## config.mk

```make
export PLATFORM = sky130hd
export DESIGN_NAME = sls_top
export DESIGN_NICKNAME = d
export VERILOG_FILES = /design/src/include/sls_pkg.sv /design/src/rtl/sls_sync.sv /design/src/rtl/sls_blink.sv /design/src/rtl/sls_top.sv
export SDC_FILE = /design/constraint.sdc
export NUM_CORES = 1
export LEC_CHECK = 0
export ABC_AREA = 1
export BUFFER_PORTS_ARGS = -buffer_cell sky130_fd_sc_hd__buf_2
export CAP_MARGIN = 0
export CORE_MARGIN = 4
export CORE_UTILIZATION = 30
export CTS_CLUSTER_DIAMETER = 40
export DETAILED_ROUTE_END_ITERATION = 6
export SYNTH_ARGS = -nofsm -noshare
export SYNTH_HDL_FRONTEND = slang
export SYNTH_SLANG_ARGS = --single-unit
```

## constraint.sdc

```tcl
create_clock -name sys_clk -period 7.9 [get_ports sys_clk]
set_input_delay 0.395 -clock sys_clk [delete_from_list [all_inputs] [get_ports sys_clk]]
set_output_delay 0.395 -clock sys_clk [all_outputs]
set_load 0.005 [all_outputs]
```

## src/include/sls_pkg.sv

```systemverilog
package sls_pkg;

  // ------------------------------------------------------------
  // Timing
  // ------------------------------------------------------------
  localparam int unsigned CLK_HZ          = 50_000_000;
  localparam int unsigned OPERATION_READY_LAMP_DELAY_S    = 15;  // Front operation lamp delay
  localparam int unsigned BOOT_STEADY_S   = 12;  // Inside 10 - 15 s
  localparam int unsigned BOOT_FLASH_S    = 7;   // Inside 5 - 10 s
  localparam int unsigned FAULT_FLASH_S   = 17;  // Inside 15 - 20 s
  localparam int unsigned NODE_OPERATION_READY_LAMP_S     = 5;   // Node green lamp after power-on
  localparam int unsigned BLINK_HALF_MS   = 250;
  localparam int unsigned BLINK_HALF_CYC  = CLK_HZ / 1000 * BLINK_HALF_MS;
  localparam int unsigned SEC_W           = 6;

  // ------------------------------------------------------------
  // Carriers
  // ------------------------------------------------------------
  typedef enum logic [1:0] {SLS_ALM_NONE, SLS_ALM_ERROR, SLS_ALM_CRIT} sls_alarm_e;

  typedef struct packed {
    logic       ready;
    logic       boot_done;
    logic       boot_error;
    sls_alarm_e alarm;
    logic       wire_rx_data;
    logic       control_station;
    logic       peer_present;
    logic       fiber_carrier;
    logic       fiber_rx_data;
    logic       net_tx;
    logic       on_battery;
    logic       charging;
  } sls_flags_s;

  typedef struct packed {
    logic front_operation_ready_lamp;
    logic front_alarm;
    logic wire_link_activity_lamp;
    logic net_data;
    logic power;
    logic boot;
    logic fault;
    logic operation_ready_lamp;
    logic fiber_line_activity_lamp;
    logic node_operation_ready_lamp;
    logic battery_source_lamp;
    logic charge;
  } sls_lamps_s;

  localparam int unsigned FLAGS_W = $bits(sls_flags_s);

endpackage

```

## src/rtl/sls_sync.sv

```systemverilog
`timescale 1ns/1ps
`default_nettype none
module sls_sync
  import sls_pkg::*;
#(
  parameter int unsigned W = 1
)(
  input  wire logic         clk,   // System clock
  input  wire logic         rst_n, // Synchronised reset
  input  wire logic [W-1:0] din,   // Asynchronous inputs
  output logic      [W-1:0] dout   // Filtered level
);
  logic [W-1:0] s1_q, s2_q, s3_q, out_q;
  wire  [W-1:0] agree = ~(s2_q ^ s3_q);

  always_ff @(posedge clk or negedge rst_n)
  begin
    if (!rst_n)
    begin
      s1_q  <= '0;
      s2_q  <= '0;
      s3_q  <= '0;
      out_q <= '0;
    end
    else
    begin
      s1_q  <= din;
      s2_q  <= s1_q;
      s3_q  <= s2_q;
      out_q <= (agree & s3_q) | (~agree & out_q);
    end
  end
  assign dout = out_q;
endmodule // sls_sync
`default_nettype wire

```

## src/rtl/sls_blink.sv

```systemverilog
`timescale 1ns/1ps
`default_nettype none
module sls_blink
  import sls_pkg::*;
#(
  parameter int unsigned HALF_CYC = BLINK_HALF_CYC,
  parameter int unsigned SEC_CYC  = CLK_HZ
)(
  input  wire logic clk,      // System clock
  input  wire logic rst_n,    // Synchronised reset
  output logic      blink,    // Shared flash phase
  output logic      sec_tick  // One pulse per second
);
  localparam int unsigned HW = $clog2(HALF_CYC + 1);
  localparam int unsigned SW = $clog2(SEC_CYC + 1);
  if (HALF_CYC < 2 || SEC_CYC < 2)
  begin : g_bad_counts
    $error("sls_blink: counts too small");
  end

  logic [HW-1:0] half_q;
  logic [SW-1:0] sec_q;
  logic          blink_q, tick_q;
  wire           half_end = (half_q == HW'(HALF_CYC - 1));
  wire           sec_end  = (sec_q == SW'(SEC_CYC - 1));

  always_ff @(posedge clk or negedge rst_n)
  begin
    if (!rst_n)
    begin
      half_q  <= '0;
      sec_q   <= '0;
      blink_q <= 1'b0;
      tick_q  <= 1'b0;
    end
    else
    begin
      half_q  <= half_end ? '0 : half_q + HW'(1);
      blink_q <= blink_q ^ half_end;
      sec_q   <= sec_end ? '0 : sec_q + SW'(1);
      tick_q  <= sec_end;
    end
  end
  assign blink    = blink_q;
  assign sec_tick = tick_q;
endmodule // sls_blink
`default_nettype wire

```

## src/rtl/sls_top.sv

```systemverilog
//Behaviour
//- Front amber lamp lights about 15 s after power-on, steady when ready.
//- Front red lamp flashes for error alarm, steady for critical alarm.
//- Wire link lamp flashes on received data with control station and peer present, steady otherwise.
//- Blue lamp lit while wire network transmits data.
//- Yellow power lamp steady whenever power is present.
//- Boot lamp steady 10-15 s, flashes 5-10 s, then off or on by error.
//- Fault lamp flashes 15-20 s after power-on, then follows alarm severity.
//- Control board green lamp steady when unit is ready.
//- Fiber lamp flashes on fiber data with carrier, steady with idle carrier.
//- Node green lamp on 5 s, dark during boot, steady once ready.
//- Battery lamp steady while battery is the power source.
//- Charge lamp steady while the battery charges.
`timescale 1ns/1ps
`default_nettype none
module sls_top
  import sls_pkg::*;
#(
  parameter int unsigned SEC_CYC  = CLK_HZ,        // Cycles per second
  parameter int unsigned HALF_CYC = BLINK_HALF_CYC // Cycles per blink half period
)(
  input  wire logic       sys_clk, // 50 MHz clock
  input  wire logic       arst_n,  // Async power-on reset
  input  wire sls_flags_s flags,   // Asynchronous status flags
  output sls_lamps_s      lamps    // Lamp drives, active high
);
  // ------------------------------------------------------------
  // Reset and input synchronisation
  // ------------------------------------------------------------
  logic rst1_q, rst2_q;
  always_ff @(posedge sys_clk or negedge arst_n)
  begin
    if (!arst_n)
    begin
      rst1_q <= 1'b0;
      rst2_q <= 1'b0;
    end
    else
    begin
      rst1_q <= 1'b1;
      rst2_q <= rst1_q;
    end
  end
  wire rst_n = rst2_q;

  logic [FLAGS_W-1:0] fsync;
  sls_sync #(.W(FLAGS_W)) u_sync (
    .clk   (sys_clk),
    .rst_n (rst_n),
    .din   (flags),
    .dout  (fsync)
  );
  sls_flags_s f;
  assign f = sls_flags_s'(fsync);

  logic blink, sec_tick;
  sls_blink #(.HALF_CYC(HALF_CYC), .SEC_CYC(SEC_CYC)) u_blink (
    .clk      (sys_clk),
    .rst_n    (rst_n),
    .blink    (blink),
    .sec_tick (sec_tick)
  );

  // ------------------------------------------------------------
  // Seconds since power-on, saturating
  // ------------------------------------------------------------
  logic [SEC_W-1:0] sec_q;
  wire              sec_sat = &sec_q;
  always_ff @(posedge sys_clk or negedge rst_n)
  begin
    if (!rst_n)
      sec_q <= '0;
    else if (sec_tick && !sec_sat)
      sec_q <= sec_q + SEC_W'(1);
  end

  localparam logic [SEC_W-1:0] T_OPERATION_READY_LAMP  = SEC_W'(OPERATION_READY_LAMP_DELAY_S);
  localparam logic [SEC_W-1:0] T_BOOT1 = SEC_W'(BOOT_STEADY_S);
  localparam logic [SEC_W-1:0] T_BOOT2 = SEC_W'(BOOT_STEADY_S + BOOT_FLASH_S);
  localparam logic [SEC_W-1:0] T_FAULT = SEC_W'(FAULT_FLASH_S);
  localparam logic [SEC_W-1:0] T_NODE  = SEC_W'(NODE_OPERATION_READY_LAMP_S);

  // Boot lamp sequence runs on elapsed seconds alone; boot_done is not used
  typedef enum logic [1:0] {SLS_B_STEADY, SLS_B_FLASH, SLS_B_END} sls_boot_e;
  sls_boot_e boot_q, boot_d;
  always_comb
  begin
    boot_d = boot_q;
    case (boot_q)
      SLS_B_STEADY: if (sec_q >= T_BOOT1) boot_d = SLS_B_FLASH;
      SLS_B_FLASH:  if (sec_q >= T_BOOT2) boot_d = SLS_B_END;
      SLS_B_END:    boot_d = SLS_B_END;
      default:      boot_d = SLS_B_STEADY;
    endcase
  end

  // ------------------------------------------------------------
  // Lamp decode
  // ------------------------------------------------------------
  function automatic logic sev_lamp(input sls_alarm_e a, input logic bl);
    sev_lamp = (a == SLS_ALM_CRIT) | ((a == SLS_ALM_ERROR) & bl);
  endfunction

  wire front_operation_ready_lamp_w = (sec_q >= T_OPERATION_READY_LAMP) & f.ready;
  wire front_alm_w  = sev_lamp(f.alarm, blink);
  wire wire_idle    = !f.control_station | !f.peer_present;
  wire wire_lamp_w  = (f.wire_rx_data && !wire_idle) ? blink : 1'b1;
  wire boot_w       = (boot_q == SLS_B_STEADY) ? 1'b1 :
                      (boot_q == SLS_B_FLASH)  ? blink : f.boot_error;
  wire fault_w      = (sec_q < T_FAULT) ? blink : sev_lamp(f.alarm, blink);
  // Data without a carrier is treated as noise: the lamp stays dark
  wire fiber_data   = f.fiber_rx_data & f.fiber_carrier;
  wire fiber_w      = fiber_data ? blink : f.fiber_carrier;
  wire node_operation_ready_lamp_w  = (sec_q < T_NODE) | (boot_q == SLS_B_END & f.ready);

  sls_lamps_s lamps_d, lamps_q;
  always_comb
  begin
    lamps_d.front_operation_ready_lamp               = front_operation_ready_lamp_w;
    lamps_d.front_alarm              = front_alm_w;
    lamps_d.wire_link_activity_lamp  = wire_lamp_w;
    lamps_d.net_data                 = f.net_tx;
    lamps_d.power                    = 1'b1;
    lamps_d.boot                     = boot_w;
    lamps_d.fault                    = fault_w;
    lamps_d.operation_ready_lamp     = f.ready;
    lamps_d.fiber_line_activity_lamp = fiber_w;
    lamps_d.node_operation_ready_lamp                = node_operation_ready_lamp_w;
    lamps_d.battery_source_lamp      = f.on_battery;
    lamps_d.charge                   = f.charging;
  end

  always_ff @(posedge sys_clk or negedge rst_n)
  begin
    if (!rst_n)
    begin
      boot_q  <= SLS_B_STEADY;
      lamps_q <= '0;
    end
    else
    begin
      boot_q  <= boot_d;
      lamps_q <= lamps_d;
    end
  end
  assign lamps = lamps_q;
endmodule // sls_top
`default_nettype wire

```

==> metrics.yaml, run 1 <==
logic_synthesis:
  synth_cell_types: 27
  synth_edf_count: 0
  seq_area_frac_synth: 0.5797
  avgSynthCellArea_um2: 8.941
  syn_inst: 589
  ys.flop_type: "dfrtp_1"
  synth_warnings: 0
  syn_area_mm2: 0.005266
  synth-seq-cells: 122
  async_reset_ff_frac: 1.000
floorplanning:
  io_pins: 27
  start_util: 0.3055
  die_area_mm2: 0.01974
  die_h_um: 140.5
  die_w_um: 140.5
  core_area_mm2: 0.01724
  rows: 48
timing:
  rsz0062_at_grt: "false"
  tightest_slew_ns: 0.9064
  finalSetupViolCount: 0
  fmax_mhz: 582.8
  tns_ns: 0
  drv_slew: 0
  post-route-period-util: 0.2172
  max_slew_margin: 0.3958
  worst_clock_skew_ns: 0.009446
  min_period_ns: 1.716
  finalHoldViolCount: 0
grt:
  grt_util_all_layers: 0.1097
  grt-ovfl-total: 0
  grt_start_max_net_pins: 73
  antenna_found_initial: 0
  grt_pass1_wl_um: 17310
  grt_pass1_vias: 3610
run_status:
  outcome: "completed"
clock_network:
  clkLatencyLatePin_ns: 0.42
  post-cts-setup-buffers: 0
  cts_max_level: 4
  cts.root.buffer_cell: "clkbuf_16"
  clockBufferDepth: 2
  cts-hold-fix-buffers: 1
  cts_resized: 0
  clk_pin_slew_ns: 0.06
  cts_buffers: 17
  cts_tree: "yes"
  cts.sinks: 122
place:
  hpwl_um: 6970
  place_congestion: 0.9008
  port_buffers: 25
critical_path:
  arrival_ns: 2.01
  critical_path_required_ns: 8.20
  crit_path_end_kind: "register"
  critPathKind: "reg2reg"
  cp-start-kind: "register"
  critPathMaxFanout: 7
route:
  wl_um: 9876
  final_antenna_net_count: 0
  viasPerCell: 4.218
  drt_iter0_drc: 197
  firstDrtPassIters: 4
  vias: 3682
  route.detailed.drc: 0
  wire_per_inst_um: 11.31
power:
  total_power_mw: 1.419
  p_leak_nw: 2.856
  vdd_ir_drop_max_mv: 0.1493
  power.density_mw_per_mm2: 226.7
final_layout:
  final_cell_mix: "nand2_1, nor2_1, dfrtp_1"
  layout_commonest_cell: "nand2_1"
  fillers: 1714
  area_growth_pct: 18.84
  num_antenna_cells: 0
  nNetsFinal: 659
  layout-drive-gt1-share: 0.1049
flow_run:
  maxCapViolCount: 0
min_path:
  hp-class: "in2reg"
==> path summary, 6_finish.rpt <==
kind	from	to	slack (ns)	cells after the start
worst max-delay path	u_blink.half_q[0]	u_blink.half_q[0]	6.18	8
worst max register to register	u_blink.half_q[0]	u_blink.half_q[0]	6.18	8
min in group asynchronous	arst_n	rst2_q	0.29	2
max in group asynchronous	rst2_q	u_blink.half_q[0]	6.26	1
worst min-delay path	flags[8]	u_sync.s1_q[8]	0.08	1
worst min register to register	u_sync.s1_q[5]	u_sync.s2_q[5]	0.35	0
==> per-stage QoR <==
step / worst slack [ns] / area, um2 / util / hold WS [ns] / std cells
floorplan: 4.249 / 5270 / - / 0.09941 / 590
global placement: 6.128 / 5677 / 0.3293 / 0.1802 / 840
detailed placement: 6.127 / 5677 / 0.3293 / 0.1845 / 840
CTS: 6.121 / 6259 / 0.3631 / 0.06196 / 873
global route: 5.918 / 6259 / 0.3631 / 0.05727 / 873
finish: 6.184 / 6259 / 0.3631 / 0.07999 / 873
==> registers in the layout, summed over array words and instances (netlist names), named ones only <==
register	count
u_blink.sec_q	26
u_blink.half_q	24
lamps	12
u_sync.s1_q	12
u_sync.s2_q	12
u_sync.s3_q	12
sec_q	6
boot_q	2
rst1_q	1
rst2_q	1
u_blink.blink	1
u_blink.sec_tick	1
==> synthesized netlist by cell type (2+ instances only) <==
cell	instances	area [um2]
nand4_1	11	68.82
nand3_1	27	135.1
xor2_1	18	157.7
nor3_1	10	50.05
maj3_1	12	120.1
and2_1	2	12.51
nand2_1	145	544.3
a21oi_1	5	25.02
inv_1	68	255.2
xnor2_1	11	96.34
nor2_1	123	461.7
ha_1	9	112.6
dfrtp_1	122	3053
o21ai_0	9	45.04
nor2_2	5	31.28
==> logic make-up after synthesis <==
family | Yosys count | synth area share
AO/OA/AOI/OAI | 19 | 0.01996
XOR/XNOR | 29 | 0.04823
adder cells (fa/ha/maj) | 21 | 0.04419
buffers and inverters | 69 | 0.05060
flip-flops | 122 | 0.5797
other | 1 | 0.0007121
AND/OR/NAND/NOR | 328 | 0.2566
==> cell type report <==
cell class	instances	area [um2]	share of cell area
Clock buffer	19	452.9	0.07237
Timing Repair Buffer	27	142.6	0.02279
Clock inverter	13	118.9	0.01899
Inverter	68	255.2	0.04078
Multi-Input combinational cell	399	1951	0.3117
Sequential cell	122	3057	0.4884
Tap cell	225	281.5	0.04498
==> routing by layer <==
metal  share of wire  vias to the layer above  global-route usage
li1                -                     1924                   -
met1            0.51                     1692              0.1499
met2            0.44                       55              0.1610
met3           0.039                       11             0.03448
met4           0.016                        0             0.04589
met5               0                        -                   0
==> critical path, stage by stage, from the launching register on <==
cell     delay (ns)
dfrtp_1        0.40
ha_1           0.25
nand2_1        0.07
inv_1          0.07
nand2_1        0.12
nor2_1         0.11
nand3_1        0.29
inv_1          0.23
nor2_1         0.06
==> power breakdown <==
group          switching (mW)  leakage, nW  internal [mW]
clock network           0.288        0.272          0.450
registers              0.0153         1.54          0.645
logic                  0.0102         1.04         0.0102
total                   0.314         2.86           1.11
No activity file was read; power rests on OpenSTA's default activity.
==> run 2: changes to the inputs <==
clock period = 1.6 ns   (was 7.9 ns; I/O delays follow)
==> metrics.yaml, run 2 (synthesis gave the netlist of run 1 again) <==
route:
  wire_per_inst_um: 11.17
  firstDrtPassIters: 4
  drt_iter0_drc: 270
  vias: 3861
  wl_um: 10090
  final_antenna_net_count: 0
  route.detailed.drc: 0
  viasPerCell: 4.276
clock_network:
  post-cts-setup-buffers: 0
  cts_max_level: 4
  cts_tree: "yes"
  clkLatencyLatePin_ns: 0.41
  cts.root.buffer_cell: "clkbuf_16"
  cts.sinks: 122
  cts_buffers: 17
  clk_pin_slew_ns: 0.05
  clockBufferDepth: 2
power:
  total_power_mw: 6.938
  sw_frac_of_total: 0.2054
  power_frac_seq: 0.467
  power_switching_mw: 1.425
  comb_power_share: 0.023
  p_leak_nw: 3.005
  pwr-share-clk: 0.510
  vdd_ir_drop_max_mv: 0.7522
  power.density_mw_per_mm2: 1059
  power.internal_mw: 5.513
final_layout:
  layout-drive-gt1-share: 0.1254
  final_cell_mix: "nand2_1, nor2_1, dfrtp_1"
  area_growth_pct: 24.45
  largest_register_ffs: 26
  num_antenna_cells: 0
  reg_top3: "u_blink.sec_q: 26 flops, u_blink.half_q: 24 flops"
  layout_commonest_cell: "nand2_1"
  nNetsFinal: 692
  fillers: 1711
  final_cells: 903
  top_register: "u_blink.sec_q"
critical_path:
  critPathMaxFanout: 16
  critical_path_required_ns: 1.90
  crit_path_end_kind: "register"
  arrival_ns: 1.77
  path_buf_inv: 1
  critPathKind: "reg2reg"
  cp_slowest_stage_delay_ns: 0.38
  path_cells: "ha_1, nand3_2, nor3_1, nand3_1, nor2_4, buf_12, nor2_1"
  cp-start-kind: "register"
  slowest_stage: "dfrtp_1"
  critPathTopFamily: "simple AND/OR/NAND/NOR gates"
floorplanning:
  start_util: 0.3055
  io_pins: 27
  die_h_um: 140.5
  die_w_um: 140.5
  core_area_mm2: 0.01724
  die_area_mm2: 0.01974
  rows: 48
timing:
  fmax_mhz: 677.6
  worst_clock_skew_ns: 0.007645
  post-route-period-util: 0.9224
  drv_slew: 0
  min_period_ns: 1.476
  finalSetupViolCount: 0
  rsz0062_at_grt: "true"
  setup_ws_ns: 0.1242
  finalHoldViolCount: 0
grt:
  grt_start_max_net_pins: 47
  grt_util_all_layers: 0.1147
  grt-ovfl-total: 0
  antenna_found_initial: 0
  grt_pass1_wl_um: 18230
  grt_pass1_vias: 3878
place:
  place_congestion: 0.9183
  port_buffers: 25
  place_inst: 860
  hpwl_um: 7295
  post-place-ws_ns: 0.1124
flow_run:
  maxCapViolCount: 0
run_status:
  outcome: "completed"
min_path:
  hp-class: "reg2async"
-- run 2: cell count changes in the layout (fill, tap and decap cells not counted), sizes merged --
cell	previous run	this run
buf	26	46
clkbuf	19	20
bufinv	1	2
clkinvlp	4	3
clkinv	6	4
inv	70	68
dlygate4sd3	1	14
-- run 2: final cells by class --
class | instances | area, um2 | area share
flip-flops and latches | 122 | 3057 | 0.4664
multi-input cells | 399 | 1973 | 0.3011
repair buffers | 60 | 447.9 | 0.06835
clock buffers | 20 | 436.7 | 0.06663
well taps | 225 | 281.5 | 0.04296
inverters | 68 | 255.2 | 0.03895
clock inverters | 9 | 102.6 | 0.01565
-- run 2: worst paths after layout --
path	startpoint	to	slack (ns)	cells after the start
hold reg to reg	rst2_q	u_blink.sec_q[19]	0.21	0
max in group asynchronous	rst2_q	u_blink.half_q[6]	0.79	1
setup reg to reg	u_blink.sec_q[1]	u_blink.sec_q[15]	0.12	7
setup / recovery	u_blink.sec_q[1]	u_blink.sec_q[15]	0.12	7
min in group sys_clk	flags[9]	u_sync.s1_q[9]	0.31	2
hold / removal	rst2_q	u_blink.sec_q[19]	0.21	0
-- run 2: worst register-to-register path, cell delays in order (launching register included) --
cell	delay, ns
dfrtp_1	0.38
ha_1	0.18
nand3_2	0.11
nor3_1	0.19
nand3_1	0.15
nor2_4	0.15
buf_12	0.14
nor2_1	0.06
-- run 2: power groups by stage --
stage / clock network [mW] / logic [mW] / registers (mW)
after floorplan: 0 / 0.0317 / 3.32
after global placement: 0 / 0.136 / 3.29
after detailed placement: 0 / 0.138 / 3.30
after CTS: 3.65 / 0.164 / 3.24
after global routing: 3.80 / 0.182 / 3.26
final: 3.54 / 0.157 / 3.24
-- run 2: per-layer routing --
layer  vias up  share of wire  global-route usage
met5         -              0                   0
met3        23          0.048             0.03107
met2        82           0.43              0.1694
met4         0          0.029             0.05864
li1       1983              -                   -
met1      1773           0.49              0.1547
-- run 2: stage by stage --
| step | area (um2) | hold slack (ns) | utilization | TNS, ns |
|---|---|---|---|---|
| detailed placement | 5852 | -0.1267 | 0.3395 | 0 |
| finish | 6554 | 0.2073 | 0.3802 | 0 |
| CTS | 6531 | 0.2206 | 0.3789 | 0 |
| floorplan | 5274 | -0.2156 | - | 0 |
| global placement | 5852 | -0.1289 | 0.3395 | 0 |
| global route | 6554 | 0.2446 | 0.3802 | -0.02003 |
-- run 2: timing repair --
item / CTS / global route
endpoints found under the hold margin: 14 / 0
hold buffers: 14 / 0
gates resized for setup: 0 / 6
setup endpoints to repair: 0 / 9
==> run 3: changes to the inputs <==
RECOVER_POWER = 100   (was unset)
==> metrics.yaml, run 3 (synthesis gave the netlist of run 1 again) <==
floorplanning:
  die_h_um: 140.5
  die_w_um: 140.5
  rows: 48
  core_area_mm2: 0.01724
  die_area_mm2: 0.01974
  start_util: 0.3055
  io_pins: 27
final_layout:
  area_growth_pct: 23.73
  fillers: 1712
  layout-drive-gt1-share: 0.1091
  num_antenna_cells: 0
  nNetsFinal: 692
  final_cells: 903
  final_cell_mix: "nand2_1, nor2_1, dfrtp_1"
  reg_top3: "u_blink.sec_q: 26 flops, u_blink.half_q: 24 flops"
  layout_commonest_cell: "nand2_1"
  top_register: "u_blink.sec_q"
  largest_register_ffs: 26
clock_network:
  cts_tree: "yes"
  cts_max_level: 4
  clkLatencyLatePin_ns: 0.41
  cts.root.buffer_cell: "clkbuf_16"
  cts.sinks: 122
  clk_pin_slew_ns: 0.05
  cts_buffers: 17
  clockBufferDepth: 2
grt:
  met3_usage: 0.03107
  grt_util_all_layers: 0.1147
  grt_pass1_wl_um: 18230
  antenna_found_initial: 0
  top_usage_layer: "met2"
  grt_start_max_net_pins: 47
  gr-usage-met2: 0.1694
  grt_pass1_vias: 3878
  grt-ovfl-total: 0
  met1_usage: 0.1547
critical_path:
  critPathMaxFanout: 16
  path_cells: "ha_1, nand3_2, nor3_1, nand3_1, nor2_4, buf_12, nor2_1"
  crit_path_end_kind: "register"
  path_buf_inv: 1
  cp-start-kind: "register"
  critical_path_required_ns: 1.90
  slowest_stage: "dfrtp_1"
  cp_slowest_stage_delay_ns: 0.38
  critPathKind: "reg2reg"
  arrival_ns: 1.77
  critPathTopFamily: "simple AND/OR/NAND/NOR gates"
timing:
  finalSetupViolCount: 0
  holdWs_ns: 0.3063
  max_slew_margin: 0.4367
  min_period_ns: 1.474
  tightest_slew_ns: 0.8450
  tns_ns: 0
  post-route-period-util: 0.9213
  setup_ws_ns: 0.1259
  finalHoldViolCount: 0
  worst_clock_skew_ns: 0.007835
  rsz0062_at_grt: "true"
  fmax_mhz: 678.4
  drv_slew: 0
place:
  place_congestion: 0.9183
  port_buffers: 25
  place_inst: 860
  hpwl_um: 7295
  post-place-ws_ns: 0.1124
route:
  wl_um: 10120
  viasPerCell: 4.275
  firstDrtPassIters: 4
  final_antenna_net_count: 0
  wire_per_inst_um: 11.20
  route.detailed.drc: 0
  vias: 3860
  drt_iter0_drc: 256
power:
  power.density_mw_per_mm2: 1064
  vdd_ir_drop_max_mv: 0.7505
  p_leak_nw: 2.972
min_path:
  hp-class: "in2reg"
flow_run:
  maxCapViolCount: 0
run_status:
  outcome: "completed"
run 3: cell types whose count changed in the layout (fill, tap and decap cells not counted), moves of 2 or more:
| cell | change |
|---|---|
| buf_2 | -7 |
| buf_4 | -6 |
| clkbuf_1 | +10 |
| clkbuf_2 | +2 |
run 3: path summary, 6_finish.rpt:
check                                      start  slack, ns  depth (start not counted)           endpoint
worst max-delay path            u_blink.sec_q[1]       0.13                          7  u_blink.sec_q[15]
worst min-delay path                    flags[9]       0.31                          2     u_sync.s1_q[9]
worst max register to register  u_blink.sec_q[1]       0.13                          7  u_blink.sec_q[15]
worst min register to register            rst2_q       0.34                          0  u_blink.sec_q[18]
max in group asynchronous                 rst2_q       0.34                          1   u_blink.sec_q[9]
min in group asynchronous                 rst2_q       0.34                          0  u_blink.sec_q[18]
run 3: worst register-to-register path, delay by kind of cell (launching register included):
family / cells / cell delay (ns)
simple gates: 5 / 0.66
flops: 1 / 0.38
fa+ha+maj: 1 / 0.18
buf+inv: 1 / 0.14
run 3: power breakdown:
part / switching [mW] / internal, mW / total, mW
sequential: 0.0528 / 3.19 / 3.24
clock: 1.30 / 2.25 / 3.54
combinational: 0.0775 / 0.0717 / 0.149
run 3: final cells by class:
class	count	area, um2	area share
well taps	225	281.5	0.04320
multi-input cells	399	1973	0.3028
clock inverters	9	102.6	0.01574
flip-flops and latches	122	3053	0.4685
repair buffers	60	414.1	0.06356
clock buffers	20	436.7	0.06701
inverters	68	255.2	0.03917
run 3: what timing repair did:
| action | in CTS | in global routing |
|---|---|---|
| buffers inserted | 0 | 0 |
| hold endpoints to repair | 14 | 0 |
| gates resized for setup | 0 | 6 |
| hold buffers | 14 | 0 |
| setup endpoints to repair | 0 | 9 |
run 3: routing by layer:
layer	vias up	share of wire
met5	-	0
met4	0	0.028
met3	23	0.048
met2	75	0.43
met1	1776	0.49
li1	1986	-
run 3: metrics by stage:
stage | cell area (um2) | power [mW] | utilization
after CTS | 6531 | 7.062 | 0.3789
final | 6516 | 6.931 | 0.3780
after global placement | 5852 | 3.431 | 0.3395
after global routing | 6516 | 7.228 | 0.3780
after detailed placement | 5852 | 3.435 | 0.3395
after floorplan | 5274 | 3.349 | -
